$ cat config.mk
export PLATFORM = sky130hd
export DESIGN_NAME = hdlc_rx_status
export DESIGN_NICKNAME = d
export VERILOG_FILES = /design/src/hdlc_rx_pkg.sv /design/src/hdlc_rx_status.sv
export VERILOG_INCLUDE_DIRS = /design/src
export SDC_FILE = /design/constraint.sdc
export NUM_CORES = 1
export LEC_CHECK = 0
export ABC_AREA = 0
export CAP_MARGIN = 20
export CORE_UTILIZATION = 37
export CTS_CLUSTER_SIZE = 40
export DETAILED_ROUTE_END_ITERATION = 8
export DONT_BUFFER_PORTS = 1
export PLACE_DENSITY = 0.48
export SLEW_MARGIN = 20
export SYNTH_ARGS = -nofsm -noshare
export SYNTH_HDL_FRONTEND = slang
export SYNTH_SLANG_ARGS = --single-unit
export TNS_END_PERCENT = 20
$ cat constraint.sdc
create_clock -name clk -period 5.8 [get_ports clk]
set_input_delay 0.58 -clock clk [delete_from_list [all_inputs] [get_ports clk]]
set_output_delay 0.58 -clock clk [all_outputs]
set_load 0.01 [all_outputs]
$ cat src/hdlc_rx_params.svh
// offsets, field positions, reset values and counts of the receive status block
`ifndef HDLC_RX_PARAMS_SVH
`define HDLC_RX_PARAMS_SVH

`define ADR_HIGH_FIRST   8'h50
`define ADR_HIGH_SECOND  8'h51
`define ADR_LOW_FIRST    8'h52
`define ADR_LOW_SECOND   8'h53
`define ADR_FRAME_STATUS 8'h65
`define ADR_COUNT_LOW    8'h66
`define ADR_COUNT_HIGH   8'h67
`define ADR_IRQ_STAT0    8'h68
`define ADR_IRQ_STAT1    8'h69
`define ADR_IRQ_MASK0    8'h6a
`define ADR_IRQ_MASK1    8'h6b
`define ADR_MODE_CTL     8'h6c
`define ADR_IRQ_CTL      8'h6d
`define ADR_GLOBAL_IRQ   8'h6e

`define RST_BYTE         8'h00
`define RST_MASK         8'hff

`define MODE_LSB         0
`define MODE_MSB         2
`define MODE_CHECK_BIT   3
`define MODE_MSG_BIT     4
`define MODE_FMT_LSB     5
`define MODE_FMT_MSB     6
`define IRQ_VIS_BIT      0
`define IRQ_SCI_BIT      1

`define MODE_TRANSP0     3'h0
`define MODE_ADDR8       3'h2
`define MODE_ADDR16      3'h3
`define FMT_F12          2'h0
`define FMT_ESF          2'h1
`define FMT_F72          2'h2

`define STAT0_MSG_END    7
`define STAT0_FRM_START  6
`define STAT0_SYNC_ERR   5
`define STAT0_MF_BEGIN   4
`define STAT0_SIG_CHG    3
`define STAT0_MF_CHECK   2
`define STAT0_DENSITY    1
`define STAT0_POOL_FULL  0
`define STAT1_TX_SIG     7
`define STAT1_OVERFLOW   6

`define BROADCAST_A      8'hfe
`define BROADCAST_B      8'hfc
`define CR_MASK          8'hfd
`define MAX_COUNT        12'hfff
`define POOL_LAST        5'h1f
`define SYNC_WIN_LAST    6'h1f
`define SYNC_ONES_LAST   4'h7
`define ZERO_RUN_MAX     5'h0f
`define DENS_WIN_LAST    8'hbf
`define DENS_MIN_ONES    5'h17
`define F72_SPAN_LAST    4'hb

`endif

$ cat src/hdlc_rx_pkg.sv
// types shared by the receive status block and its surroundings
package hdlc_rx_pkg;

  typedef struct packed {
    logic       valid;
    logic [7:0] data;
  } rx_byte_type;

  typedef struct packed {
    logic valid;
    logic byte_aligned;
    logic crc_ok;
    logic abort;
    logic bit_message;
  } frame_end_type;

  typedef struct packed {
    logic       valid;
    logic [7:0] data;
  } fifo_wr_type;

  typedef struct packed {
    logic [7:0]  high_first;
    logic [7:0]  high_second;
    logic [7:0]  low_first;
    logic [7:0]  low_second;
    logic [7:0]  mask0;
    logic [7:0]  mask1;
    logic [7:0]  mode_ctl;
    logic [7:0]  irq_ctl;
    logic [7:0]  frame_status;
    logic [7:0]  count_low;
    logic [7:0]  count_high;
    logic [7:0]  stat0;
    logic [7:0]  stat1;
    logic [7:0]  rdata;
    logic        irq;
    fifo_wr_type fifo;
    logic [11:0] cnt;
    logic [4:0]  chunk;
    logic        ovf;
    logic [1:0]  ha;
    logic        ha_ok;
    logic        low_hit;
    logic        low_hit_ok;
    logic        pend;
    logic [7:0]  pend_stat;
    logic [5:0]  sync_win;
    logic [3:0]  sync_run;
    logic [4:0]  zero_run;
    logic [7:0]  dens_win;
    logic [4:0]  dens_ones;
    logic        ones_viol;
    logic        dens_r;
    logic [3:0]  f72_cnt;
  } state_type;

endpackage : hdlc_rx_pkg

$ cat src/hdlc_rx_status.sv
// receive status byte, byte counts, address compare and interrupt groups 0 and 1
// Contract
// status byte stored last in receive fifo
// valid flag clear on non-octet frame length
// two-byte addressing too-short lengths flagged invalid
// one-byte addressing too-short lengths flagged invalid
// overflow during frame sets status bit
// check flag shows check sequence result
// abort flag set for aborted frames
// high byte compared to two registers, broadcast
// high match code 00/01/10/11, first wins
// type flag 1 hdlc, 0 bit message
// low byte match flag first/second register
// twelve-bit frame length, low bits fifo fill
// host reads both counts after message end
// reading a status group clears it
// masked bits never reach output or summary
// message end once status byte stored
// pool full per 32 bytes mid-frame
// frame start two bytes after address match
// no eight ones in 32 bits flags
// signaling change flagged only when synchronous
// density violation on zeros or sparse ones
// transmit signaling empty per multiframe/12 frames
// summary holds one bit per group
// event beats a clearing read
// output follows any unmasked pending bit
//
// Added by the designer: strobed register access.
`timescale 1ns/100ps
`include "hdlc_rx_params.svh"
`default_nettype none

module hdlc_rx_status #(
  parameter int SIG_W = 24
) (
  // clock and reset
  input  wire logic                      clk,
  input  wire logic                      rst_n,
  // register port
  input  wire logic [7:0]                reg_addr,
  input  wire logic [7:0]                reg_wdata,
  input  wire logic                      reg_wr,
  input  wire logic                      reg_rd,
  output var  logic [7:0]                reg_rdata,
  // receive engine
  input  wire hdlc_rx_pkg::rx_byte_type   rx_byte,
  input  wire hdlc_rx_pkg::frame_end_type rx_end,
  input  wire logic                      fifo_overflow,
  input  wire logic                      msg_bit_valid,
  input  wire logic                      msg_bit,
  // framer
  input  wire logic                      line_bit_valid,
  input  wire logic                      line_bit,
  input  wire logic                      frame_sync,
  input  wire logic                      rx_multiframe_begin,
  input  wire logic                      multiframe_check_error,
  input  wire logic                      sig_update,
  input  wire logic [SIG_W-1:0]          sig_data,
  input  wire logic                      tx_frame_start,
  input  wire logic                      tx_multiframe_start,
  // fifo and interrupt
  output var  hdlc_rx_pkg::fifo_wr_type   fifo_wr,
  output var  logic                      irq
);

  if (SIG_W < 1 || SIG_W > 96) begin : g_bad_width
    $error("SIG_W out of range");
  end

  hdlc_rx_pkg::state_type s_r;
  hdlc_rx_pkg::state_type s_nxt;
  logic [SIG_W-1:0]       sig_prev_r;
  logic [SIG_W-1:0]       sig_prev_nxt;

  // first register compared without the c/r bit, so equal contents report it
  function automatic logic [2:0] high_code(input logic [7:0] b, input logic [7:0] r1, input logic [7:0] r2);
    if ((b & `CR_MASK) == (r1 & `CR_MASK))
      return {1'b1, 1'b1, b[1]};
    else if (b == r2)
      return 3'b100;
    else if (b == `BROADCAST_A || b == `BROADCAST_B)
      return 3'b101;
    else
      return 3'b000;
  endfunction : high_code

  function automatic logic [1:0] low_code(input logic [7:0] b, input logic [7:0] r1, input logic [7:0] r2);
    if (b == r1)
      return 2'b11;
    else if (b == r2)
      return 2'b10;
    else
      return 2'b00;
  endfunction : low_code

  // sets win over a same-cycle clearing read
  function automatic logic [7:0] stat_update(input logic [7:0] cur, input logic clr,
                                             input logic [7:0] ev, input logic [7:0] mask,
                                             input logic vis);
    return (clr ? 8'h00 : cur) | (ev & (~mask | {8{vis}}));
  endfunction : stat_update

  always_comb begin
    logic [2:0]  mode;
    logic [1:0]  addr_len;
    logic [7:0]  ev0;
    logic [7:0]  ev1;
    logic [11:0] cnt_new;
    logic [2:0]  hc;
    logic [1:0]  lc;
    logic        too_short;
    logic        ovf_eff;
    logic        addr_ok;
    logic [7:0]  status;
    logic        dens_now;
    logic [7:0]  pending;
    mode     = s_r.mode_ctl[`MODE_MSB:`MODE_LSB];
    addr_len = (mode == `MODE_ADDR16) ? 2'd2 : (mode == `MODE_ADDR8) ? 2'd1 : 2'd0;
    ev0      = 8'h00;
    ev1      = 8'h00;
    cnt_new  = s_r.cnt;
    hc       = 3'b000;
    lc       = 2'b00;
    too_short = 1'b0;
    status   = 8'h00;
    ovf_eff  = 1'b0;
    addr_ok  = 1'b0;
    dens_now = 1'b0;
    pending  = 8'h00;
    s_nxt    = s_r;
    s_nxt.fifo.valid = 1'b0;
    sig_prev_nxt = sig_prev_r;

    // register writes
    if (reg_wr) begin
      case (reg_addr)
        `ADR_HIGH_FIRST:  s_nxt.high_first  = reg_wdata;
        `ADR_HIGH_SECOND: s_nxt.high_second = reg_wdata;
        `ADR_LOW_FIRST:   s_nxt.low_first   = reg_wdata;
        `ADR_LOW_SECOND:  s_nxt.low_second  = reg_wdata;
        `ADR_IRQ_MASK0:   s_nxt.mask0       = reg_wdata;
        `ADR_IRQ_MASK1:   s_nxt.mask1       = reg_wdata;
        `ADR_MODE_CTL:    s_nxt.mode_ctl    = reg_wdata;
        `ADR_IRQ_CTL:     s_nxt.irq_ctl     = reg_wdata;
        default:          s_nxt.mode_ctl    = s_r.mode_ctl;
      endcase
    end

    // pending status goes out in the idle cycle after the last byte
    if (s_r.pend) begin
      s_nxt.fifo.valid = 1'b1;
      s_nxt.fifo.data  = s_r.pend_stat;
      s_nxt.pend       = 1'b0;
      ev0[`STAT0_MSG_END] = 1'b1;
    end

    if (fifo_overflow) begin
      s_nxt.ovf = 1'b1;
      ev1[`STAT1_OVERFLOW] = 1'b1;
    end

    // data bytes, counting and address capture
    if (rx_byte.valid) begin
      cnt_new = (s_r.cnt == `MAX_COUNT) ? s_r.cnt : s_r.cnt + 12'h001;
      s_nxt.cnt   = cnt_new;
      s_nxt.chunk = s_r.chunk + 5'h01;
      s_nxt.fifo.valid = 1'b1;
      s_nxt.fifo.data  = rx_byte.data;
      hc = high_code(rx_byte.data, s_r.high_first, s_r.high_second);
      lc = low_code(rx_byte.data, s_r.low_first, s_r.low_second);
      if (mode == `MODE_ADDR16 && s_r.cnt == 12'h000) begin
        s_nxt.ha    = hc[1:0];
        s_nxt.ha_ok = hc[2];
      end
      if ((mode == `MODE_ADDR16 && s_r.cnt == 12'h001) || (mode == `MODE_ADDR8 && s_r.cnt == 12'h000)) begin
        s_nxt.low_hit    = lc[0];
        s_nxt.low_hit_ok = lc[1];
      end
      addr_ok = (addr_len == 2'd0) || (s_nxt.low_hit_ok && (addr_len == 2'd1 || s_nxt.ha_ok));
      if (cnt_new == {10'h000, addr_len} + 12'h002 && addr_ok) begin
        ev0[`STAT0_FRM_START] = 1'b1;
        s_nxt.frame_status[3:1] = {s_nxt.ha, 1'b1};
        s_nxt.frame_status[0]   = s_nxt.low_hit;
      end
      if (s_r.chunk == `POOL_LAST && !rx_end.valid)
        ev0[`STAT0_POOL_FULL] = 1'b1;
    end

    // frame end: build status byte and latch counts
    if (rx_end.valid) begin
      // byte count here excludes the status byte
      if (mode == `MODE_ADDR16)
        too_short = s_r.mode_ctl[`MODE_CHECK_BIT] ? (cnt_new == 12'h003 || cnt_new == 12'h004)
                                                  : (cnt_new == 12'h004);
      else if (mode == `MODE_ADDR8)
        too_short = s_r.mode_ctl[`MODE_CHECK_BIT] ? (cnt_new == 12'h002 || cnt_new == 12'h003)
                                                  : (cnt_new == 12'h003);
      ovf_eff = s_r.ovf | fifo_overflow;
      if (rx_end.bit_message)
        status = 8'h00;
      else
        status = {rx_end.byte_aligned & ~too_short,
                  ovf_eff,
                  rx_end.crc_ok,
                  rx_end.abort,
                  s_nxt.ha,
                  1'b1,
                  s_nxt.low_hit};
      s_nxt.frame_status = status;
      s_nxt.count_low    = cnt_new[7:0];
      s_nxt.count_high   = {4'h0, cnt_new[11:8]};
      if (rx_byte.valid) begin
        s_nxt.pend      = 1'b1;
        s_nxt.pend_stat = status;
      end else begin
        s_nxt.fifo.valid = 1'b1;
        s_nxt.fifo.data  = status;
        ev0[`STAT0_MSG_END] = 1'b1;
      end
      s_nxt.cnt   = 12'h000;
      s_nxt.chunk = 5'h00;
      s_nxt.ovf   = 1'b0;
      s_nxt.ha_ok = 1'b0;
      s_nxt.low_hit_ok = 1'b0;
    end

    // bit-message sync search
    if (!s_r.mode_ctl[`MODE_MSG_BIT]) begin
      s_nxt.sync_win = 6'h00;
      s_nxt.sync_run = 4'h0;
    end else if (msg_bit_valid) begin
      if (msg_bit && s_r.sync_run == `SYNC_ONES_LAST) begin
        s_nxt.sync_win = 6'h00;
        s_nxt.sync_run = 4'h0;
      end else begin
        s_nxt.sync_run = msg_bit ? s_r.sync_run + 4'h1 : 4'h0;
        s_nxt.sync_win = (s_r.sync_win == `SYNC_WIN_LAST) ? 6'h00 : s_r.sync_win + 6'h01;
        if (s_r.sync_win == `SYNC_WIN_LAST)
          ev0[`STAT0_SYNC_ERR] = 1'b1;
      end
    end

    // pulse density over fixed windows; a trade against a sliding window
    if (line_bit_valid) begin
      if (line_bit)
        s_nxt.zero_run = 5'h00;
      else if (s_r.zero_run <= `ZERO_RUN_MAX)
        s_nxt.zero_run = s_r.zero_run + 5'h01;
      if (s_r.dens_win == `DENS_WIN_LAST) begin
        s_nxt.dens_win  = 8'h00;
        s_nxt.dens_ones = 5'h00;
        s_nxt.ones_viol = (s_r.dens_ones + {4'h0, line_bit}) < `DENS_MIN_ONES;
      end else begin
        s_nxt.dens_win = s_r.dens_win + 8'h01;
        if (line_bit && s_r.dens_ones < `DENS_MIN_ONES)
          s_nxt.dens_ones = s_r.dens_ones + 5'h01;
      end
    end
    dens_now = (s_nxt.zero_run > `ZERO_RUN_MAX) | s_nxt.ones_viol;
    s_nxt.dens_r = dens_now;
    if (s_r.irq_ctl[`IRQ_SCI_BIT] ? (dens_now != s_r.dens_r) : (dens_now && !s_r.dens_r))
      ev0[`STAT0_DENSITY] = 1'b1;

    // signaling change, only while synchronous
    if (sig_update) begin
      sig_prev_nxt = sig_data;
      if (frame_sync && sig_data != sig_prev_r)
        ev0[`STAT0_SIG_CHG] = 1'b1;
    end
    ev0[`STAT0_MF_BEGIN] = rx_multiframe_begin;
    ev0[`STAT0_MF_CHECK] = multiframe_check_error;

    // transmit robbed-bit request
    if (tx_multiframe_start) begin
      s_nxt.f72_cnt = 4'h0;
      ev1[`STAT1_TX_SIG] = 1'b1;
    end else if (tx_frame_start) begin
      s_nxt.f72_cnt = (s_r.f72_cnt == `F72_SPAN_LAST) ? 4'h0 : s_r.f72_cnt + 4'h1;
      if (s_r.mode_ctl[`MODE_FMT_MSB:`MODE_FMT_LSB] == `FMT_F72 && s_r.f72_cnt == `F72_SPAN_LAST)
        ev1[`STAT1_TX_SIG] = 1'b1;
    end

    // status groups
    s_nxt.stat0 = stat_update(s_r.stat0, reg_rd && reg_addr == `ADR_IRQ_STAT0, ev0,
                              s_r.mask0, s_r.irq_ctl[`IRQ_VIS_BIT]);
    s_nxt.stat1 = stat_update(s_r.stat1, reg_rd && reg_addr == `ADR_IRQ_STAT1, ev1,
                              s_r.mask1, s_r.irq_ctl[`IRQ_VIS_BIT]);
    pending = {6'h00, |(s_nxt.stat1 & ~s_r.mask1), |(s_nxt.stat0 & ~s_r.mask0)};
    s_nxt.irq = |pending;

    // read data one cycle after the strobe
    s_nxt.rdata = 8'h00;
    if (reg_rd) begin
      case (reg_addr)
        `ADR_HIGH_FIRST:   s_nxt.rdata = s_r.high_first;
        `ADR_HIGH_SECOND:  s_nxt.rdata = s_r.high_second;
        `ADR_LOW_FIRST:    s_nxt.rdata = s_r.low_first;
        `ADR_LOW_SECOND:   s_nxt.rdata = s_r.low_second;
        `ADR_FRAME_STATUS: s_nxt.rdata = s_r.frame_status;
        `ADR_COUNT_LOW:    s_nxt.rdata = s_r.count_low;
        `ADR_COUNT_HIGH:   s_nxt.rdata = s_r.count_high;
        `ADR_IRQ_STAT0:    s_nxt.rdata = s_r.stat0;
        `ADR_IRQ_STAT1:    s_nxt.rdata = s_r.stat1;
        `ADR_IRQ_MASK0:    s_nxt.rdata = s_r.mask0;
        `ADR_IRQ_MASK1:    s_nxt.rdata = s_r.mask1;
        `ADR_MODE_CTL:     s_nxt.rdata = s_r.mode_ctl;
        `ADR_IRQ_CTL:      s_nxt.rdata = s_r.irq_ctl;
        `ADR_GLOBAL_IRQ:   s_nxt.rdata = {6'h00, |(s_r.stat1 & ~s_r.mask1), |(s_r.stat0 & ~s_r.mask0)};
        default:           s_nxt.rdata = 8'h00;
      endcase
    end
  end

  always_ff @(posedge clk) begin
    if (!rst_n) begin
      s_r          <= '0;
      s_r.mask0    <= `RST_MASK;
      s_r.mask1    <= `RST_MASK;
      s_r.mode_ctl <= `RST_BYTE;
      s_r.irq_ctl  <= `RST_BYTE;
      sig_prev_r   <= '0;
    end else begin
      s_r          <= s_nxt;
      sig_prev_r   <= sig_prev_nxt;
    end
  end

  assign reg_rdata = s_r.rdata;
  assign fifo_wr   = s_r.fifo;
  assign irq       = s_r.irq;

endmodule : hdlc_rx_status

`default_nettype wire

==> summary by stage <==
STA
The part of the cycle the worst path needs is 0.532. The final number of max-transition violations was 0. Between clock sinks in the finished design, the worst skew comes to 0.0114 ns. Setup repair after global routing left no endpoint under its margin.

The pin slew with the least headroom to its limit is 1.14 ns. The number of hold violations in the final report came to 0. The post-layout minimum cycle time is 3.08 ns. For this run, the top clock speed supported by timing is 324 MHz. Setup total negative slack on the finished layout was measured at 0 ns. The total of endpoints with negative setup slack in the final report is 0. The worst relative slew slack is 0.230.

GRT
In the global route stage, overall resource usage came out at 0.222. The number of antenna violations at the first check in global routing is 0. The total overflow left after global routing is 0. The number of global-route vias before repair is 8196. The largest net degree at the start of global routing is 62. The first-pass GRT wire length is 49400 µm.

CTS
Clock tree synthesis inserted a total of 26 buffers. The total setup buffers inserted after CTS is 0. The number of resized instances in the post-cts repair step is 0. In this run the number of H-tree levels came out at 1. TritonCTS built the clock tree.

The later-pin clock latency in the skew report is 0.53 ns. The clock transition at the registers of the reported paths is 0.06 ns. The longest clock path from root to sink contains 3 buffers. The cell sitting at the root of the clock tree is a sky130_fd_sc_hd__clkbuf_16.

The number of sinks driven by the clock tree is 208. The number of buffers added to fix hold violations after cts is 0.

Synth
The most repeated cell in the gate-level netlist after synthesis is sky130_fd_sc_hd__dfxtp_1. The share of synthesized area in the top cell type comes to 0.399. By count the netlist is led by sky130_fd_sc_hd__dfxtp_1 (208), sky130_fd_sc_hd__nor2_1 (145), sky130_fd_sc_hd__nand2_1 (136). The count of flip-flops with a built-in enable after synthesis is 0. The per-instance average area after synthesis is 8.38 µm². The post-synthesis cell type count is 74. The sequential element share of the synthesized area is 0.399. The most used flip-flop cell after synthesis is sky130_fd_sc_hd__dfxtp_1. The total of warnings raised by yosys is 0. The count of mapped cells out of synthesis is 1244. Counting flops with an async set or reset pin after synthesis yields a share of 0. The cell taking the most area after synthesis is sky130_fd_sc_hd__dfxtp_1.

In this run, synthesis produced a sequential element count of 208. The net count after synthesis is 1327. The cell area after synthesis is 10400 µm². After synthesis, the cell types taking the most area are sky130_fd_sc_hd__dfxtp_1 (40%), sky130_fd_sc_hd__nor2_1 (5.2%), sky130_fd_sc_hd__nand2_1 (4.9%).

Worst setup path
The maximum fanout count along the critical path is 5. The arrival time at the worst endpoint is 3.47 ns. The kind of critical path is reg -> reg. The worst setup path is captured at a flip-flop. The worst setup path is launched from a flip-flop. For the worst setup path, the data required time is 6.18 ns. For flop-to-flop paths, the worst setup slack is 2.72 ns.

Placed design
The placer congestion estimate is 0.871. Summed over all nets, the half-perimeter wirelength after detailed placement is 22800 µm. The number of placed instances with taps included is 1532. The count of buffers added on input and output ports is 0.

Floorplanning
Row generation in the floorplan step produced 61 rows. The initial utilization of the core area, before any placement, comes to 0.375. 87 I/O pins were placed. The area of the die is 28900 µm². Measured along the y axis, the die boundary spans 170 µm. Measured along the x axis, the die boundary spans 170 µm. The core region is 27800 µm².

Pwr
The ratio of total power to cell area is 278 nW/µm². IR analysis of the VDD net gives a maximum drop of 0.137 mV. The leakage power figure is 4.13 nW.

Route
The iteration-0 DRC count of the detailed router is 695. The post-detailed-route via-to-cell ratio is 5.59. The routed wire length per instance is 20.4 µm. The total length of routed wires is 32100 µm.

After detailed routing, the number of remaining DRC violations is 0. The pre-antenna-repair detailed-routing pass consisted of 6 iterations. The remaining antenna violation count after routing is 0. For this block, the via count after detailed routing is 8817.

Final layout
The area taken by flip-flops and latches is 4160 µm². The share of cells above drive strength 1 is 0.0576. The final net count is 1265. The layout overhead on the synthesized area is 8.40%. The area of the multi-input gates is 5670 µm². The number of diodes added for antenna fixing is 0. The number of filler instances in the final layout is 2891. Leaving out filler cells and counting taps, the final layout contains 1576.

Run status
The flow ran to the end, and the final reports show no timing, DRC or antenna violations.

Flow run
Across the run, the number of max-cap violations was 0.

Hold path
The path class of the lowest-slack min-delay path is in -> reg.
## report_power, final
group,internal (mW),leakage (nW),switching [mW]
registers,1.45,1.69,0.0221
logic,0.0569,2.05,0.0670
clock network,0.933,0.396,0.614
total,2.44,4.13,0.703
## metrics by stage
| step | worst slack (ns) | area (µm²) | hold WS (ns) | power [mW] | util |
|---|---|---|---|---|---|
| floorplan | 3.00 | 10400 | 0.422 | 1.64 | - |
| global placement | 2.65 | 10500 | 0.439 | 1.63 | 0.377 |
| detailed placement | 2.62 | 10500 | 0.447 | 1.63 | 0.377 |
| CTS | 2.69 | 11300 | 0.110 | 3.19 | 0.407 |
| global route | 2.39 | 11300 | 0.116 | 3.27 | 0.407 |
| finish | 2.72 | 11300 | 0.125 | 3.15 | 0.407 |
## flip-flops by register name, indices dropped and copies added (netlist names)
register,flops
irq,1
fifo_wr,9
s_r,166
reg_rdata,8
sig_prev_r,24
## placed cells by master, fill, tap and decap left out, drive strengths merged, types with 15 or more instances in the layout
| master | n |
|---|---|
| nand3 | 84 |
| nand2 | 136 |
| inv | 32 |
| xnor2 | 34 |
| xor2 | 49 |
| nand2b | 18 |
| o21ai | 21 |
| and3 | 15 |
| clkbuf | 41 |
| a22o | 20 |
| dfxtp | 208 |
| nor4 | 18 |
| a21oi | 94 |
| mux2i | 49 |
| nor2 | 146 |
| nand4 | 23 |
| a221oi | 29 |
## layout make-up
cell class | instances | area share
multi-input combinational | 907 | 0.502
sequential | 208 | 0.368
clock buffer | 41 | 0.0706
tap | 378 | 0.0419
inverter | 32 | 0.0109
timing repair buffer | 7 | 0.00465
clock inverter | 3 | 0.00177
## logic make-up (layout without fill, tap and decap cells)
group	count (synthesis)	after routing	synth area share
muxes	56	56	0.0550
buffers and inverters	129	83	0.0576
AOI/OAI and AO/OA	253	253	0.167
and+or+nand+nor	501	501	0.234
DFF	208	208	0.399
adders and majority gates	14	14	0.0168
xor gates and xnor gates	83	83	0.0697
## critical path, cell delays in order (launching register included)
cell and delay [ns]:
sky130_fd_sc_hd__dfxtp_1 0.36, sky130_fd_sc_hd__ha_1 0.21, sky130_fd_sc_hd__nand3_1 0.09, sky130_fd_sc_hd__nor4b_1 0.46, sky130_fd_sc_hd__nand2_1 0.23, sky130_fd_sc_hd__a21oi_1 0.28
sky130_fd_sc_hd__o21ai_0 0.21, sky130_fd_sc_hd__ha_1 0.33, sky130_fd_sc_hd__a221oi_1 0.08, sky130_fd_sc_hd__a21oi_2 0.15, sky130_fd_sc_hd__o2111ai_1 0.13, sky130_fd_sc_hd__a2111oi_2 0.31
sky130_fd_sc_hd__o2bb2ai_1 0.11
## path summary, 6_finish.rpt
path / startpoint / end / depth (start not counted)
min reg2reg: s_r[139] / s_r[139] / 2
max reg2reg: s_r[11] / irq / 12
min: tx_multiframe_start / s_r[1] / 1
max: s_r[11] / irq / 12
## per-layer routing
layer | vias to the layer above | part of all wire | GRT usage
met4 | 0 | 0.026 | 0.0682
met1 | 4219 | 0.45 | 0.299
met2 | 265 | 0.45 | 0.355
met5 | - | 0 | 0
met3 | 41 | 0.072 | 0.0451
li1 | 4292 | - | -
Note: power is estimated with default switching activity, not from simulation.
